==> config.mk <==
export PLATFORM = sky130hd
export DESIGN_NAME = prsc_top
export DESIGN_NICKNAME = d
export VERILOG_FILES = /design/src/prsc_pkg.sv /design/src/prsc_rc_counter.sv /design/src/prsc_wake_ctl.sv /design/src/prsc_top.sv
export SDC_FILE = /design/constraint.sdc
export NUM_CORES = 1
export LEC_CHECK = 0
export BUFFER_PORTS_ARGS = -buffer_cell sky130_fd_sc_hd__clkbuf_2
export CORE_AREA = 2 2 153 155
export DETAILED_ROUTE_END_ITERATION = 12
export DIE_AREA = 0 0 155 157
export GPL_TIMING_DRIVEN = 0
export MAX_ROUTING_LAYER = met4
export PLACE_DENSITY_LB_ADDON = 0.15
export SETUP_SLACK_MARGIN = 0.15
export SKIP_CTS_REPAIR_TIMING = 1
export SLEW_MARGIN = 20
export SYNTH_ARGS = -nofsm -noshare
export SYNTH_HDL_FRONTEND = slang
export SYNTH_HIERARCHICAL = 1
export SYNTH_SLANG_ARGS = --single-unit
==> constraint.sdc <==
create_clock -name pclk -period 2.4 [get_ports pclk]
set_input_delay 0.48 -clock pclk [delete_from_list [all_inputs] [get_ports pclk]]
set_output_delay 0.48 -clock pclk [all_outputs]
set_load 0.005 [all_outputs]
==> src/prsc_pkg.sv <==
/*
  Shared types and constants for the pad reset and standby configuration
  block: pad configuration fields, register map, reset values, timing.
  Assumes a single 100 MHz pclk domain and a 12-bit APB byte address.
*/
`default_nettype none

package prsc_pkg;

  // ==========================================================
  // Pad configuration carrier
  // ==========================================================
  typedef struct packed {
    logic [1:0] slew;
    logic out;
    logic pull_up;
    logic pull_en;
    logic ibe;
    logic oe;
  } prsc_pad_cfg_t;

  localparam int CFG_W = 7;
  localparam int CFG_OE_BIT = 0;
  localparam int CFG_IBE_BIT = 1;
  localparam int CFG_PULL_EN_BIT = 2;
  localparam int CFG_PULL_UP_BIT = 3;
  localparam int CFG_OUT_BIT = 4;
  localparam int CFG_SLEW_LSB = 5;

  localparam logic [1:0] SLEW_SLOW = 2'h0;
  localparam logic [1:0] SLEW_MEDIUM = 2'h1;
  localparam logic [1:0] SLEW_FAST = 2'h2;

  localparam prsc_pad_cfg_t PAD_TRISTATE = 7'h00;
  localparam prsc_pad_cfg_t PAD_TRISTATE_MED = 7'h20;
  localparam prsc_pad_cfg_t PAD_IN_PULLUP = 7'h0e;
  localparam prsc_pad_cfg_t PAD_IN_PULLDOWN = 7'h06;
  localparam prsc_pad_cfg_t PAD_IN_NOPULL = 7'h02;
  localparam prsc_pad_cfg_t PAD_DRIVE_LOW = 7'h01;

  // ==========================================================
  // Register map (byte addresses)
  // ==========================================================
  localparam int ADDR_W = 12;
  localparam logic [11:0] ADDR_STATUS = 12'h000;
  localparam logic [11:0] ADDR_WAKE_EN = 12'h004;
  localparam logic [11:0] ADDR_GP_BASE = 12'h010;
  localparam logic [11:0] ADDR_WK_BASE = 12'h040;

  localparam int STAT_STATE_LSB = 0;
  localparam int STAT_BOOT_ALT_BIT = 4;
  localparam int STAT_RST_PAD_BIT = 5;
  localparam int STAT_PHASE3_DONE_BIT = 6;

  // ==========================================================
  // Pad counts, and pad roles inside the general and wake pad groups
  // ==========================================================
  localparam int GP_PADS_DEF = 8;
  localparam int GP_MEDIUM_IDX = 0;
  localparam int GP_PULLUP_LO = 1;
  localparam int GP_PULLUP_HI = 4;
  localparam int WK_PADS_DEF = 4;
  localparam int TRACE_PADS_DEF = 4;
  localparam logic [3:0] WK_NO_STBY_MASK_DEF = 4'h3;

  // ==========================================================
  // Timing
  // ==========================================================
  localparam int RC_DIV_DEF = 6;
  localparam int PHASE3_RC_CYCLES = 40;

  typedef enum logic [2:0] {
    ST_POWERUP,
    ST_PHASE2,
    ST_PHASE3,
    ST_RUN,
    ST_STANDBY
  } prsc_state_t;

endpackage

`default_nettype wire

==> src/prsc_rc_counter.sv <==
/*
  Counts internal RC oscillator periods while run is high. The oscillator
  is modelled as a one-cycle enable from a divider of pclk. Assumes run
  stays high until done is seen, and drops to restart the count.
*/
`timescale 1ns/100ps
`default_nettype none

module prsc_rc_counter #(
  parameter int DIV = prsc_pkg::RC_DIV_DEF,
  parameter int COUNT = prsc_pkg::PHASE3_RC_CYCLES
) (
  input wire logic pclk,
  input wire logic presetn,
  input wire logic run,
  output logic done
);

  localparam int DW = $clog2(DIV + 1);
  localparam int CW = $clog2(COUNT + 1);
  localparam logic [DW-1:0] DIV_LAST = DW'(DIV - 1);
  localparam logic [CW-1:0] COUNT_LAST = CW'(COUNT);

  typedef struct packed {
    logic [DW-1:0] div;
    logic [CW-1:0] rc;
    logic done;
  } prsc_cnt_state_t;

  prsc_cnt_state_t q;
  prsc_cnt_state_t d;

  always_comb
  begin
    d = q;
    if (!run)
    begin
      d = '0;
    end
    else if (!q.done)
    begin
      if (q.div == DIV_LAST)
      begin
        // One internal RC oscillator period has elapsed
        d.div = '0;
        d.rc = q.rc + CW'(1);
        if (d.rc == COUNT_LAST)
        begin
          d.done = 1'h1; // RULE16
        end
      end
      else
      begin
        d.div = q.div + DW'(1);
      end
    end
  end

  always_ff @(posedge pclk or negedge presetn)
  begin
    if (!presetn)
    begin
      q <= '0;
    end
    else
    begin
      q <= d;
    end
  end

  assign done = q.done;

endmodule

`default_nettype wire

==> src/prsc_wake_ctl.sv <==
/*
  Wakeup source qualification for the low-power wake pads. Pins are
  asynchronous and pass two flip-flops. Assumes wake_en and standby come
  from logic on pclk.
*/
`timescale 1ns/100ps
`default_nettype none

module prsc_wake_ctl #(
  parameter int N = prsc_pkg::WK_PADS_DEF,
  parameter logic [N-1:0] NO_STBY_MASK = prsc_pkg::WK_NO_STBY_MASK_DEF
) (
  input wire logic pclk,
  input wire logic presetn,
  input wire logic [N-1:0] wake_pin,
  input wire logic [N-1:0] wake_en,
  input wire logic standby,
  output logic wake_hit
);

  typedef struct packed {
    logic [N-1:0] s1;
    logic [N-1:0] s2;
  } prsc_wake_state_t;

  prsc_wake_state_t q;
  prsc_wake_state_t d;
  logic [N-1:0] allowed;

  always_comb
  begin
    d.s1 = wake_pin;
    d.s2 = q.s1;
  end

  always_ff @(posedge pclk or negedge presetn)
  begin
    if (!presetn)
    begin
      q <= '0;
    end
    else
    begin
      q <= d;
    end
  end

  // Some sources are cut off only while in standby
  assign allowed = standby ? ~NO_STBY_MASK : {N{1'h1}}; // RULE12
  assign wake_hit = |(q.s2 & wake_en & allowed);

endmodule

`default_nettype wire

==> src/prsc_top.sv <==
/*
  Pad configuration through the reset phases and on standby exit, with an
  APB register file for the general and wake pad settings.
  Assumes phase and standby levels come from the reset generator and mode
  logic on pclk; pad pins are asynchronous and are synchronised here.
*/
// Design decisions made here: the placing of the registers and register access over APB.
// Overview of operation
// RULE1: During power-up every pad is tristate, whatever else is set.
// RULE2: After power-up pads stay tristate except the listed special pads.
// RULE3: Boot pad weakly pulled low; board pull-up selects alternate boot.
// RULE4: On reset release the four pull-up pads become inputs with pull-up.
// RULE5: Reset pad driven low until 40 RC cycles after phase 2 ends.
// RULE6: Phase 3 lasts at least 40 RC cycles before sequence proceeds.
// RULE7: After power-up the trace output pads are forced to output.
// RULE8: Wake pads take buffer and pull from pad unit and wakeup unit.
// RULE9: On standby exit wake pads load the wakeup unit settings.
// RULE10: On standby exit all other pads return to their reset configuration.
// RULE11: In standby the test data out pad is an input with no pull.
// RULE12: Two wake sources wake the device in every mode except standby.
// RULE13: Board ties test data out high through 47 to 100 kOhm.
// RULE14: Medium and fast pads reset to slow slew, one pad to medium.
// RULE15: After phase 2 plus 40 RC cycles reset pad is pulled-up input.
// RULE16: RC cycle counter starts at phase 2 end, releases drive at forty.
`timescale 1ns/100ps
`default_nettype none

module prsc_top #(
  parameter int NUM_GP = prsc_pkg::GP_PADS_DEF,
  parameter int NUM_WK = prsc_pkg::WK_PADS_DEF,
  parameter int NUM_TRACE = prsc_pkg::TRACE_PADS_DEF,
  parameter int RC_DIV = prsc_pkg::RC_DIV_DEF,
  parameter logic [NUM_WK-1:0] WK_NO_STBY_MASK =
    prsc_pkg::WK_NO_STBY_MASK_DEF
) (
  input wire logic pclk,
  input wire logic presetn,
  input wire logic psel,
  input wire logic penable,
  input wire logic pwrite,
  input wire logic [11:0] paddr,
  input wire logic [31:0] pwdata,
  output logic [31:0] prdata,
  output logic pready,
  output logic pslverr,
  input wire logic power_up_done,
  input wire logic phase2_done,
  input wire logic standby_req,
  output logic phase3_done,
  input wire logic boot_pin_in,
  output prsc_pkg::prsc_pad_cfg_t boot_cfg,
  output logic boot_alt,
  input wire logic rst_pad_in,
  output prsc_pkg::prsc_pad_cfg_t rst_pad_cfg,
  input wire logic [NUM_TRACE-1:0] trace_data,
  output prsc_pkg::prsc_pad_cfg_t [NUM_TRACE-1:0] trace_cfg,
  input wire logic tdo_data,
  output prsc_pkg::prsc_pad_cfg_t tdo_cfg,
  output prsc_pkg::prsc_pad_cfg_t [NUM_GP-1:0] gp_cfg,
  input wire logic [NUM_WK-1:0] wku_ibe,
  input wire logic [NUM_WK-1:0] wku_pull_en,
  input wire logic [NUM_WK-1:0] wake_pin,
  output prsc_pkg::prsc_pad_cfg_t [NUM_WK-1:0] wk_cfg,
  output logic wake_req
);

  // ==========================================================
  // State
  // ==========================================================
  typedef struct packed {
    prsc_pkg::prsc_state_t st;
    prsc_pkg::prsc_pad_cfg_t [NUM_GP-1:0] gp;
    prsc_pkg::prsc_pad_cfg_t [NUM_WK-1:0] wk;
    logic [NUM_WK-1:0] wake_en;
    logic boot_s1;
    logic boot_s2;
    logic rst_s1;
    logic rst_s2;
    logic boot_alt;
    logic phase3_done;
    logic pready;
    logic pslverr;
    logic [31:0] prdata;
    prsc_pkg::prsc_pad_cfg_t boot_cfg;
    prsc_pkg::prsc_pad_cfg_t rst_cfg;
    prsc_pkg::prsc_pad_cfg_t [NUM_TRACE-1:0] trace_cfg;
    prsc_pkg::prsc_pad_cfg_t tdo_cfg;
    prsc_pkg::prsc_pad_cfg_t [NUM_GP-1:0] gp_out;
    prsc_pkg::prsc_pad_cfg_t [NUM_WK-1:0] wk_out;
    logic wake_req;
  } prsc_top_state_t;

  prsc_top_state_t q;
  prsc_top_state_t d;
  logic rc_done;
  logic wake_hit;

  // ==========================================================
  // Helpers
  // ==========================================================
  function automatic prsc_pkg::prsc_pad_cfg_t gp_reset(input int idx);
    prsc_pkg::prsc_pad_cfg_t c;
    c = prsc_pkg::PAD_TRISTATE; // RULE14
    if (idx == prsc_pkg::GP_MEDIUM_IDX)
    begin
      c = prsc_pkg::PAD_TRISTATE_MED; // RULE14
    end
    else if (idx >= prsc_pkg::GP_PULLUP_LO && idx <= prsc_pkg::GP_PULLUP_HI)
    begin
      c = prsc_pkg::PAD_IN_PULLUP; // RULE4
    end
    return c;
  endfunction

  // Word index of an address above a base, or -1 when out of range
  function automatic int word_idx(input logic [11:0] a,
                                  input logic [11:0] base,
                                  input int count);
    logic [11:0] off;
    off = a - base;
    if (a < base || a[1:0] != 2'h0 || int'(off[11:2]) >= count)
    begin
      return -1;
    end
    return int'(off[11:2]);
  endfunction

  // ==========================================================
  // Submodules
  // ==========================================================
  prsc_rc_counter #(
    .DIV(RC_DIV),
    .COUNT(prsc_pkg::PHASE3_RC_CYCLES)
  ) u_rc_counter (
    .pclk(pclk),
    .presetn(presetn),
    .run(q.st == prsc_pkg::ST_PHASE3),
    .done(rc_done)
  );

  prsc_wake_ctl #(
    .N(NUM_WK),
    .NO_STBY_MASK(WK_NO_STBY_MASK)
  ) u_wake_ctl (
    .pclk(pclk),
    .presetn(presetn),
    .wake_pin(wake_pin),
    .wake_en(q.wake_en),
    .standby(q.st == prsc_pkg::ST_STANDBY),
    .wake_hit(wake_hit)
  );

  // ==========================================================
  // Next state
  // ==========================================================
  always_comb
  begin
    int gi;
    int wi;
    gi = word_idx(paddr, prsc_pkg::ADDR_GP_BASE, NUM_GP);
    wi = word_idx(paddr, prsc_pkg::ADDR_WK_BASE, NUM_WK);
    d = q;
    d.boot_s1 = boot_pin_in;
    d.boot_s2 = q.boot_s1;
    d.rst_s1 = rst_pad_in;
    d.rst_s2 = q.rst_s1;
    d.wake_req = wake_hit;

    // Phase sequencing
    unique case (q.st)
      prsc_pkg::ST_POWERUP:
      begin
        if (power_up_done)
        begin
          d.st = prsc_pkg::ST_PHASE2;
          // Strap caught once, as the pull-down takes effect
          d.boot_alt = q.boot_s2; // RULE3
        end
      end
      prsc_pkg::ST_PHASE2:
      begin
        if (phase2_done)
        begin
          d.st = prsc_pkg::ST_PHASE3; // RULE16
        end
      end
      prsc_pkg::ST_PHASE3:
      begin
        if (rc_done)
        begin
          d.st = prsc_pkg::ST_RUN; // RULE6
          d.phase3_done = 1'h1; // RULE6
        end
      end
      prsc_pkg::ST_RUN:
      begin
        if (standby_req)
        begin
          d.st = prsc_pkg::ST_STANDBY;
        end
      end
      prsc_pkg::ST_STANDBY:
      begin
        if (!standby_req)
        begin
          d.st = prsc_pkg::ST_RUN;
        end
      end
    endcase

    // APB: one wait state so read data comes from a flop
    if (q.pready)
    begin
      d.pready = 1'h0;
      d.pslverr = 1'h0;
      if (psel && penable && pwrite && !q.pslverr)
      begin
        if (paddr == prsc_pkg::ADDR_WAKE_EN)
        begin
          d.wake_en = pwdata[NUM_WK-1:0];
        end
        else if (gi >= 0)
        begin
          d.gp[gi] = pwdata[prsc_pkg::CFG_W-1:0];
        end
        else if (wi >= 0)
        begin
          d.wk[wi] = pwdata[prsc_pkg::CFG_W-1:0];
        end
      end
    end
    else if (psel && penable)
    begin
      d.pready = 1'h1;
      d.prdata = 32'h0000_0000;
      if (paddr == prsc_pkg::ADDR_STATUS)
      begin
        d.prdata[prsc_pkg::STAT_STATE_LSB +: 3] = q.st;
        d.prdata[prsc_pkg::STAT_BOOT_ALT_BIT] = q.boot_alt;
        d.prdata[prsc_pkg::STAT_RST_PAD_BIT] = q.rst_s2;
        d.prdata[prsc_pkg::STAT_PHASE3_DONE_BIT] = q.phase3_done;
      end
      else if (paddr == prsc_pkg::ADDR_WAKE_EN)
      begin
        d.prdata[NUM_WK-1:0] = q.wake_en;
      end
      else if (gi >= 0)
      begin
        d.prdata[prsc_pkg::CFG_W-1:0] = q.gp[gi];
      end
      else if (wi >= 0)
      begin
        d.prdata[prsc_pkg::CFG_W-1:0] = q.wk[wi];
      end
      else
      begin
        d.pslverr = 1'h1;
      end
    end

    // Standby exit overrides a software write in the same cycle
    if (q.st == prsc_pkg::ST_STANDBY && !standby_req)
    begin
      for (int i = 0; i < NUM_GP; i++)
      begin
        d.gp[i] = gp_reset(i); // RULE10
      end
      for (int i = 0; i < NUM_WK; i++)
      begin
        d.wk[i].ibe = wku_ibe[i]; // RULE9
        d.wk[i].pull_en = wku_pull_en[i]; // RULE9
      end
    end

    // Pad outputs, from the next phase
    if (d.st == prsc_pkg::ST_POWERUP)
    begin
      // Everything floats until supplies are good
      d.boot_cfg = prsc_pkg::PAD_TRISTATE; // RULE1
      d.rst_cfg = prsc_pkg::PAD_TRISTATE; // RULE1
      d.tdo_cfg = prsc_pkg::PAD_TRISTATE; // RULE1
      d.trace_cfg = '0; // RULE1
      d.gp_out = '0; // RULE1
      d.wk_out = '0; // RULE1
    end
    else
    begin
      d.boot_cfg = prsc_pkg::PAD_IN_PULLDOWN; // RULE3
      for (int i = 0; i < NUM_TRACE; i++)
      begin
        d.trace_cfg[i] = prsc_pkg::PAD_TRISTATE;
        d.trace_cfg[i].oe = 1'h1; // RULE7
        d.trace_cfg[i].out = trace_data[i]; // RULE7
      end
      d.gp_out = d.gp; // RULE2 RULE4
      d.wk_out = d.wk;
      if (d.st == prsc_pkg::ST_PHASE2 || d.st == prsc_pkg::ST_PHASE3)
      begin
        d.rst_cfg = prsc_pkg::PAD_DRIVE_LOW; // RULE5
      end
      else
      begin
        d.rst_cfg = prsc_pkg::PAD_IN_PULLUP; // RULE15
      end
      if (d.st == prsc_pkg::ST_STANDBY)
      begin
        // Keeps the debug handshake input alive; the board holds the level
        d.tdo_cfg = prsc_pkg::PAD_IN_NOPULL; // RULE11 RULE13
        for (int i = 0; i < NUM_WK; i++)
        begin
          d.wk_out[i].ibe = wku_ibe[i]; // RULE8
          d.wk_out[i].pull_en = wku_pull_en[i]; // RULE8
        end
      end
      else
      begin
        d.tdo_cfg = prsc_pkg::PAD_TRISTATE;
        d.tdo_cfg.oe = 1'h1;
        d.tdo_cfg.out = tdo_data;
      end
    end
  end

  // ==========================================================
  // Registers
  // ==========================================================
  always_ff @(posedge pclk or negedge presetn)
  begin
    if (!presetn)
    begin
      q <= '0;
      q.st <= prsc_pkg::ST_POWERUP;
      for (int i = 0; i < NUM_GP; i++)
      begin
        q.gp[i] <= gp_reset(i); // RULE14
      end
    end
    else
    begin
      q <= d;
    end
  end

  assign prdata = q.prdata;
  assign pready = q.pready;
  assign pslverr = q.pslverr;
  assign phase3_done = q.phase3_done;
  assign boot_cfg = q.boot_cfg;
  assign boot_alt = q.boot_alt;
  assign rst_pad_cfg = q.rst_cfg;
  assign trace_cfg = q.trace_cfg;
  assign tdo_cfg = q.tdo_cfg;
  assign gp_cfg = q.gp_out;
  assign wk_cfg = q.wk_out;
  assign wake_req = q.wake_req;

endmodule

`default_nettype wire

==> run_summary.xml, run 1 <==
<?xml version="1.0" encoding="UTF-8"?>
<metrics>
  <group name="worst_setup_path">
    <metric name="worst_path_largest_cell_delay" unit="ps">400</metric>
    <metric name="worst_r2r_path_cells" unit="">7</metric>
    <metric name="cp.depth" unit="">7</metric>
    <metric name="data_required_time_of_the_worst_path" unit="ps">2800</metric>
    <metric name="timing.critical_path.slowest_stage_cell" unit="">dfrtp_1</metric>
    <metric name="critical_path.reg2reg.endpoint" unit="">wk_cfg[12]$_DFF_PN0_</metric>
    <metric name="critical_path.reg2reg.startpoint" unit="">pslverr$_DFFE_PN0P_</metric>
    <metric name="critPathArrivalTime" unit="ps">2780</metric>
    <metric name="cp-endpoint" unit="">wk_cfg[12]$_DFF_PN0_</metric>
    <metric name="critPathLaunch" unit="">pslverr$_DFFE_PN0P_</metric>
    <metric name="path_delay_family" unit="">simple AND/OR/NAND/NOR gates</metric>
    <metric name="timing.critical_path.cells" unit="">clkbuf_2 &gt; nor4_4 &gt; nand4_1 &gt; a311oi_4 &gt; buf_6 &gt; mux2_4 &gt; and2_4</metric>
    <metric name="setup.worst_path.end_class" unit="">register</metric>
    <metric name="critical_path.startpoint_type" unit="">register</metric>
    <metric name="setup_slack_of_the_most_critical_reg_to_reg_path" unit="ps">20</metric>
    <metric name="criticalPathCategory" unit="">reg2reg</metric>
    <metric name="cp_max_fo" unit="">9</metric>
    <metric name="number_of_buffer_and_inverter_instances_along_the_worst_setup_path" unit="">2</metric>
  </group>
  <group name="sta">
    <metric name="setup-tns-final" unit="ps">0</metric>
    <metric name="worstMarginPinSlew" unit="ps">809.9</metric>
    <metric name="finalCritPeriodShare" unit="%">99.19</metric>
    <metric name="hold_ws" unit="ps">79.45</metric>
    <metric name="grt_setup_unrepaired" unit="">yes</metric>
    <metric name="report.final.setup_viol" unit="">0</metric>
    <metric name="final_hold_viol_count" unit="">0</metric>
    <metric name="fin_worst_skew" unit="ps">6.631</metric>
    <metric name="finalCriticalPeriod" unit="ps">2381</metric>
    <metric name="max_freq" unit="MHz">420.1</metric>
    <metric name="slew_violations" unit="">0</metric>
    <metric name="worst_slew_margin_rel" unit="%">46.01</metric>
  </group>
  <group name="die">
    <metric name="design.portCount" unit="">241</metric>
    <metric name="floorplan.initialDensity" unit="%">47.86</metric>
    <metric name="row_count" unit="">55</metric>
    <metric name="floorplan.die_area" unit="um2">24340</metric>
    <metric name="chipWidth" unit="um">155</metric>
    <metric name="fp.coreArea" unit="um2">22500</metric>
    <metric name="fp.dieH" unit="um">157</metric>
  </group>
  <group name="synth">
    <metric name="synth-seq-cells" unit="">219</metric>
    <metric name="synthCells" unit="">979</metric>
    <metric name="mappedNetlistArea" unit="um2">10770</metric>
    <metric name="synth_top_cells_by_count" unit="">dfrtp_1 (206), buf_4 (168), a21oi_1 (82), nor2_1 (70), mux2i_1 (52)</metric>
    <metric name="synthesis.area_per_instance" unit="um2">11.00</metric>
    <metric name="post-synth-top-area-fraction" unit="%">47.87</metric>
    <metric name="synth-seq-area-share" unit="%">51.04</metric>
    <metric name="synthDominantAreaCellType" unit="">dfrtp_1</metric>
    <metric name="async_reset_ff_share" unit="%">100.0</metric>
    <metric name="netlist-cell-type-count" unit="">69</metric>
    <metric name="postSynth.topFlopCell" unit="">dfrtp_1</metric>
    <metric name="edff_count_synth" unit="">0</metric>
    <metric name="yosys_warning_total" unit="">6</metric>
    <metric name="yosysMostFrequentCell" unit="">dfrtp_1</metric>
    <metric name="synth_area_leaders" unit="">dfrtp_1 (48%), buf_4 (12%), mux2i_1 (4.8%), mux4_2 (4.2%), a21oi_1 (3.8%)</metric>
  </group>
  <group name="power">
    <metric name="net-switching-power" unit="W">0.003466</metric>
    <metric name="internal_power" unit="W">0.007680</metric>
    <metric name="power.combinational.fraction" unit="%">29.3</metric>
    <metric name="power.clock.fraction" unit="%">32.3</metric>
    <metric name="seq_power_share" unit="%">38.4</metric>
    <metric name="leakagePower" unit="nW">6.976</metric>
    <metric name="power.switching_fraction" unit="%">31.09</metric>
    <metric name="cellPowerDensity" unit="nW/um2">814.5</metric>
    <metric name="worst_ir_drop_vdd" unit="uV">470.4</metric>
    <metric name="power" unit="W">0.01115</metric>
  </group>
  <group name="place">
    <metric name="count_of_placed_standard_cells_including_taps" unit="">1478</metric>
    <metric name="finalWeightedCongestion" unit="">0.8966</metric>
    <metric name="io_buffer_count" unit="">156</metric>
    <metric name="detailedPlacementHpwl" unit="um">19770</metric>
  </group>
  <group name="layout">
    <metric name="drive_gt1_share" unit="%">43.89</metric>
    <metric name="sequential_area" unit="um2">5497</metric>
    <metric name="final_cells" unit="">1539</metric>
    <metric name="design.final.nets" unit="">1317</metric>
    <metric name="area.growth.synth_to_final" unit="%">27.07</metric>
    <metric name="utilization_after_layout" unit="%">60.81</metric>
    <metric name="num-fill-cells" unit="">1908</metric>
    <metric name="multiInputGateArea" unit="um2">4383</metric>
  </group>
  <group name="clock_tree">
    <metric name="clock_sink_count" unit="">219</metric>
    <metric name="clockBufferDepth" unit="">3</metric>
    <metric name="cts_buffers" unit="">23</metric>
    <metric name="cts_tree" unit="">yes</metric>
    <metric name="path_clk_slew" unit="ps">60</metric>
    <metric name="clockRootBuffer" unit="">clkbuf_16</metric>
    <metric name="cts-htree-levels" unit="">1</metric>
    <metric name="clk_latency" unit="ps">510</metric>
  </group>
  <group name="detailed_routing">
    <metric name="routedWlPerCell" unit="um">18.02</metric>
    <metric name="finalWirelength" unit="um">27730</metric>
    <metric name="drt_iter0_drc" unit="">539</metric>
    <metric name="ant_nets" unit="">0</metric>
    <metric name="route.vias.total" unit="">7884</metric>
    <metric name="average_vias_per_placed_instance" unit="">5.123</metric>
    <metric name="drt_first_pass_iters" unit="">5</metric>
    <metric name="drc" unit="">0</metric>
  </group>
  <group name="global_route">
    <metric name="grt_first_pass_wirelength" unit="um">42280</metric>
    <metric name="pin_count_of_the_biggest_net_entering_global_routing" unit="">94</metric>
    <metric name="via_count_of_the_first_global_routing_pass" unit="">7516</metric>
    <metric name="gr-total-overflow" unit="">0</metric>
    <metric name="groute.usage.overall" unit="%">23.15</metric>
    <metric name="initial_antenna_violation_count" unit="">1</metric>
  </group>
  <group name="run_status">
    <metric name="run_status" unit="">finished, final reports clean</metric>
  </group>
  <group name="run">
    <metric name="cap_violations" unit="">0</metric>
  </group>
  <group name="min_path">
    <metric name="min_path_type" unit="">in2reg</metric>
    <metric name="hold_path.startpoint" unit="">boot_pin_in</metric>
  </group>
</metrics>
==> how the worst min path moves through the flow <==
stage | slack [ps] | to | cells after the start
after global placement | 340 | q[172]$_DFF_PN0_ | 0
after detailed placement | 340 | q[172]$_DFF_PN0_ | 0
after global routing | 60 | u_wake_ctl/d[0]$_DFF_PN0_ | 1
after CTS | -90 | wk_cfg[0]$_DFF_PN0_ | 1
after floorplan | 180 | boot_alt$_DFFE_PN0P_ | 0
final | 80 | d[172]$_DFF_PN0_ | 1
==> cells in the final DEF (no fill, tap or decap), types with 5 or more instances in the layout <==
master     netlist  final
nand2b_1         8      7
clkbuf_1        34     23
mux2_2          25      5
nand2_1         48     48
a21oi_2          0      5
clkbuf_8         0      7
and3_1           7      6
ha_1             9      6
clkbuf_4         0      5
or3_1            5      5
nand4_1          5      5
buf_2           14     12
and2_1          22      8
a21oi_1         82     76
o21ai_0         41     22
clkbuf_16        0     23
inv_1           15     11
mux2i_1         52     38
and2_4           0     14
nor2b_1          8      8
clkbuf_2         0    163
mux2_4           0     20
buf_4          168    182
dfrtp_1        206    206
o21ai_1          4     20
buf_12           0      6
a211oi_1         8      8
mux2i_2          0     11
mux4_2          20     20
nand3_1         33     31
conb_1           1     57
nor2_1          70     68
dfstp_2         13     13
==> final cells by class <==
type / instances / share of cell area, %
antenna: 1 / 0.01829
multi-input combinational: 581 / 32.03
sequential: 219 / 40.17
tap: 285 / 2.606
clock buffer: 34 / 4.947
clock inverter: 7 / 0.6400
inverter: 17 / 0.6309
timing repair buffer: 178 / 7.881
buffer: 217 / 11.08
==> registers in the layout (all words and copies together) (netlist names), 2 cells and up <==
signal / flops
rst_pad_cfg: 2
trace_cfg: 4
u_rc_counter/q: 9
wk_cfg: 28
prdata: 7
q: 93
d: 2
tdo_cfg: 3
u_wake_ctl/q: 4
gp_cfg: 56
u_wake_ctl/d: 4
==> power by group through the flow <==
stage	sequential, W	clock, W	combinational (W)
5_1_grt	0.00432	0.00381	0.00361
6_report	0.00428	0.00360	0.00327
4_1_cts	0.00427	0.00366	0.00290
3_5_place_dp	0.00433	0	0.00288
3_3_place_gp	0.00433	0	0.00284
2_1_floorplan	0.00427	0	0.00188
==> per-stage QoR <==
| stage | setup WS, ps | cell area, um2 |
|---|---|---|
| 5_1_grt | -80.65 | 13680 |
| 4_1_cts | -429.7 | 13110 |
| 2_1_floorplan | 50.63 | 11140 |
| 3_5_place_dp | -671.9 | 12350 |
| 3_3_place_gp | -3449 | 12280 |
| 6_report | 19.41 | 13680 |
==> kinds of logic after synthesis <==
logic type               Yosys count  share of synthesized area (%)
adder cells (fa/ha/maj)            9                          1.046
AND/OR/NAND/NOR                  248                          12.40
flip-flops                       219                          51.04
other                              1                        0.03482
XOR/XNOR                           5                         0.4067
AO/OA/AOI/OAI                    165                          9.237
buffers and inverters            235                          14.21
multiplexers                      97                          11.63
==> routing by layer <==
layer / global-route usage, % / wire [um]
met3: 3.387 / 1918
met5: - / 0
met4: 5.203 / 422
met2: 36.66 / 13180
met1: 32.00 / 12210
Note: power is estimated with default switching activity, not from simulation.
==> run 2: changes to the inputs <==
==> constraint.sdc (replaced) <==
create_clock -name pclk -period 2.05 [get_ports pclk]
set_input_delay 0.41 -clock pclk [delete_from_list [all_inputs] [get_ports pclk]]
set_output_delay 0.41 -clock pclk [all_outputs]
set_load 0.005 [all_outputs]
==> run_summary.xml, run 2 (synthesized netlist as in run 1, its figures left out) <==
<?xml version="1.0" encoding="UTF-8"?>
<metrics>
  <group name="worst_setup_path">
    <metric name="critPathArrivalTime" unit="ps">2780</metric>
    <metric name="cp_max_fo" unit="">9</metric>
    <metric name="critical_path.startpoint_type" unit="">register</metric>
    <metric name="setup.worst_path.end_class" unit="">register</metric>
    <metric name="critPathLaunch" unit="">pslverr$_DFFE_PN0P_</metric>
    <metric name="criticalPathCategory" unit="">reg2reg</metric>
    <metric name="data_required_time_of_the_worst_path" unit="ps">2460</metric>
    <metric name="critical_path.reg2reg.startpoint" unit="">pslverr$_DFFE_PN0P_</metric>
  </group>
  <group name="global_route">
    <metric name="via_count_of_the_first_global_routing_pass" unit="">7455</metric>
    <metric name="gr-total-overflow" unit="">0</metric>
    <metric name="pin_count_of_the_biggest_net_entering_global_routing" unit="">89</metric>
    <metric name="groute.usage.overall" unit="%">23.03</metric>
    <metric name="grt_first_pass_wirelength" unit="um">42060</metric>
    <metric name="initial_antenna_violation_count" unit="">0</metric>
  </group>
  <group name="sta">
    <metric name="fin_worst_skew" unit="ps">11.72</metric>
    <metric name="hold_ws" unit="ps">6.024</metric>
    <metric name="max_freq" unit="MHz">423.1</metric>
    <metric name="finalCritPeriodShare" unit="%">115.3</metric>
    <metric name="final_hold_viol_count" unit="">0</metric>
    <metric name="finalCriticalPeriod" unit="ps">2364</metric>
    <metric name="report.final.setup_viol" unit="">81</metric>
    <metric name="setup-tns-final" unit="ps">-14390</metric>
    <metric name="grt_setup_unrepaired" unit="">yes</metric>
    <metric name="slew_violations" unit="">0</metric>
    <metric name="worst_slack" unit="ps">-313.8</metric>
    <metric name="worst_slew_margin_rel" unit="%">39.98</metric>
    <metric name="worstMarginPinSlew" unit="ps">900.2</metric>
  </group>
  <group name="clock_tree">
    <metric name="cts_tree" unit="">yes</metric>
    <metric name="cts-htree-levels" unit="">1</metric>
    <metric name="cts_buffers" unit="">24</metric>
    <metric name="path_clk_slew" unit="ps">60</metric>
    <metric name="clk_latency" unit="ps">520</metric>
    <metric name="clockBufferDepth" unit="">3</metric>
    <metric name="clock_sink_count" unit="">219</metric>
    <metric name="clockRootBuffer" unit="">clkbuf_16</metric>
  </group>
  <group name="layout">
    <metric name="registers.top_by_ff_count" unit="">q</metric>
    <metric name="layout.cells.most_common_list" unit="">dfrtp_1 (206), buf_4 (196), clkbuf_2 (162)</metric>
    <metric name="drive_gt1_share" unit="%">50.74</metric>
    <metric name="sequential_area" unit="um2">5497</metric>
    <metric name="area.growth.synth_to_final" unit="%">36.27</metric>
    <metric name="design.final.nets" unit="">1347</metric>
    <metric name="n_antenna_cell" unit="">0</metric>
    <metric name="num-fill-cells" unit="">1780</metric>
    <metric name="multiInputGateArea" unit="um2">4826</metric>
    <metric name="layout.cells.most_common" unit="">dfrtp_1</metric>
    <metric name="largest_reg_flops" unit="">93</metric>
  </group>
  <group name="power">
    <metric name="worst_ir_drop_vdd" unit="uV">732.7</metric>
    <metric name="cellPowerDensity" unit="nW/um2">997.5</metric>
    <metric name="leakagePower" unit="nW">7.304</metric>
  </group>
  <group name="detailed_routing">
    <metric name="finalWirelength" unit="um">28740</metric>
    <metric name="ant_nets" unit="">0</metric>
    <metric name="drc" unit="">0</metric>
    <metric name="drt_first_pass_iters" unit="">7</metric>
    <metric name="average_vias_per_placed_instance" unit="">5.192</metric>
    <metric name="drt_iter0_drc" unit="">569</metric>
    <metric name="route.vias.total" unit="">8151</metric>
    <metric name="routedWlPerCell" unit="um">18.31</metric>
  </group>
  <group name="place">
    <metric name="io_buffer_count" unit="">156</metric>
    <metric name="finalWeightedCongestion" unit="">0.8687</metric>
    <metric name="detailedPlacementHpwl" unit="um">19530</metric>
    <metric name="place_worst_setup_slack" unit="ps">-979.3</metric>
  </group>
  <group name="die">
    <metric name="fp.dieH" unit="um">157</metric>
    <metric name="chipWidth" unit="um">155</metric>
    <metric name="design.portCount" unit="">241</metric>
    <metric name="fp.coreArea" unit="um2">22500</metric>
    <metric name="row_count" unit="">55</metric>
    <metric name="floorplan.die_area" unit="um2">24340</metric>
    <metric name="floorplan.initialDensity" unit="%">47.86</metric>
  </group>
  <group name="min_path">
    <metric name="hold_path.startpoint" unit="">rst_pad_in</metric>
    <metric name="min_path_type" unit="">in2reg</metric>
  </group>
  <group name="run_status">
    <metric name="run_status" unit="">finished with violations</metric>
    <metric name="violations" unit="">negative setup slack</metric>
  </group>
  <group name="run">
    <metric name="cap_violations" unit="">0</metric>
  </group>
</metrics>
-- run 2: worst max-delay path, cell delays in order (launching register included) --
cell and delay (ps):
dfrtp_1 410, buf_2 220, nor4_4 370, nand4_1 200, a311oi_4 400, buf_4 210, mux2_4 310, and2_4 130
-- run 2: power breakdown --
group	switching, W	total, W	leakage [nW]	internal [W]
Clock	0.00176	0.00448	0.405	0.00273
Sequential	0.000247	0.00504	2.87	0.00479
Combinational	0.00268	0.00512	4.02	0.00244
-- run 2: routing by layer --
metal	wire (um)	vias to the layer above	track usage [%]
met5	0	-	-
met2	13470	336	34.90
li1	-	3771	-
met4	373	0	5.071
met1	13010	4015	33.07
met3	1884	29	3.552
-- run 2: through the flow --
stage / power [W] / area (um2) / instances / utilization, %
floorplan: 0.007220 / 11350 / 1035 / -
global placement: 0.008449 / 12490 / 1476 / 55.51
detailed placement: 0.008488 / 12560 / 1478 / 55.82
CTS: 0.01300 / 13380 / 1522 / 59.48
global route: 0.01529 / 14680 / 1570 / 65.22
finish: 0.01464 / 14680 / 1570 / 65.22
-- run 2: final cells by class --
type / instances / area share, %
Timing Repair Buffer: 207 / 9.907
Tap cell: 285 / 2.430
Multi-Input combinational cell: 581 / 32.88
Sequential cell: 219 / 37.45
Buffer: 217 / 11.00
Inverter: 17 / 0.7162
Clock buffer: 34 / 4.698
Clock inverter: 10 / 0.9123
-- run 2: worst paths after layout --
kind                                             end  slack (ps)  depth (start not counted)
hold reg to reg            u_wake_ctl/q[2]$_DFF_PN0_         350                          0
min in group asynchronous        wk_cfg[3]$_DFF_PN0_         400                          2
hold / removal                      d[170]$_DFF_PN0_           6                          1
setup / recovery                 wk_cfg[7]$_DFF_PN0_        -310                          7
max in group asynchronous       gp_cfg[38]$_DFF_PN0_         860                          3
setup reg to reg                 wk_cfg[7]$_DFF_PN0_        -310                          7
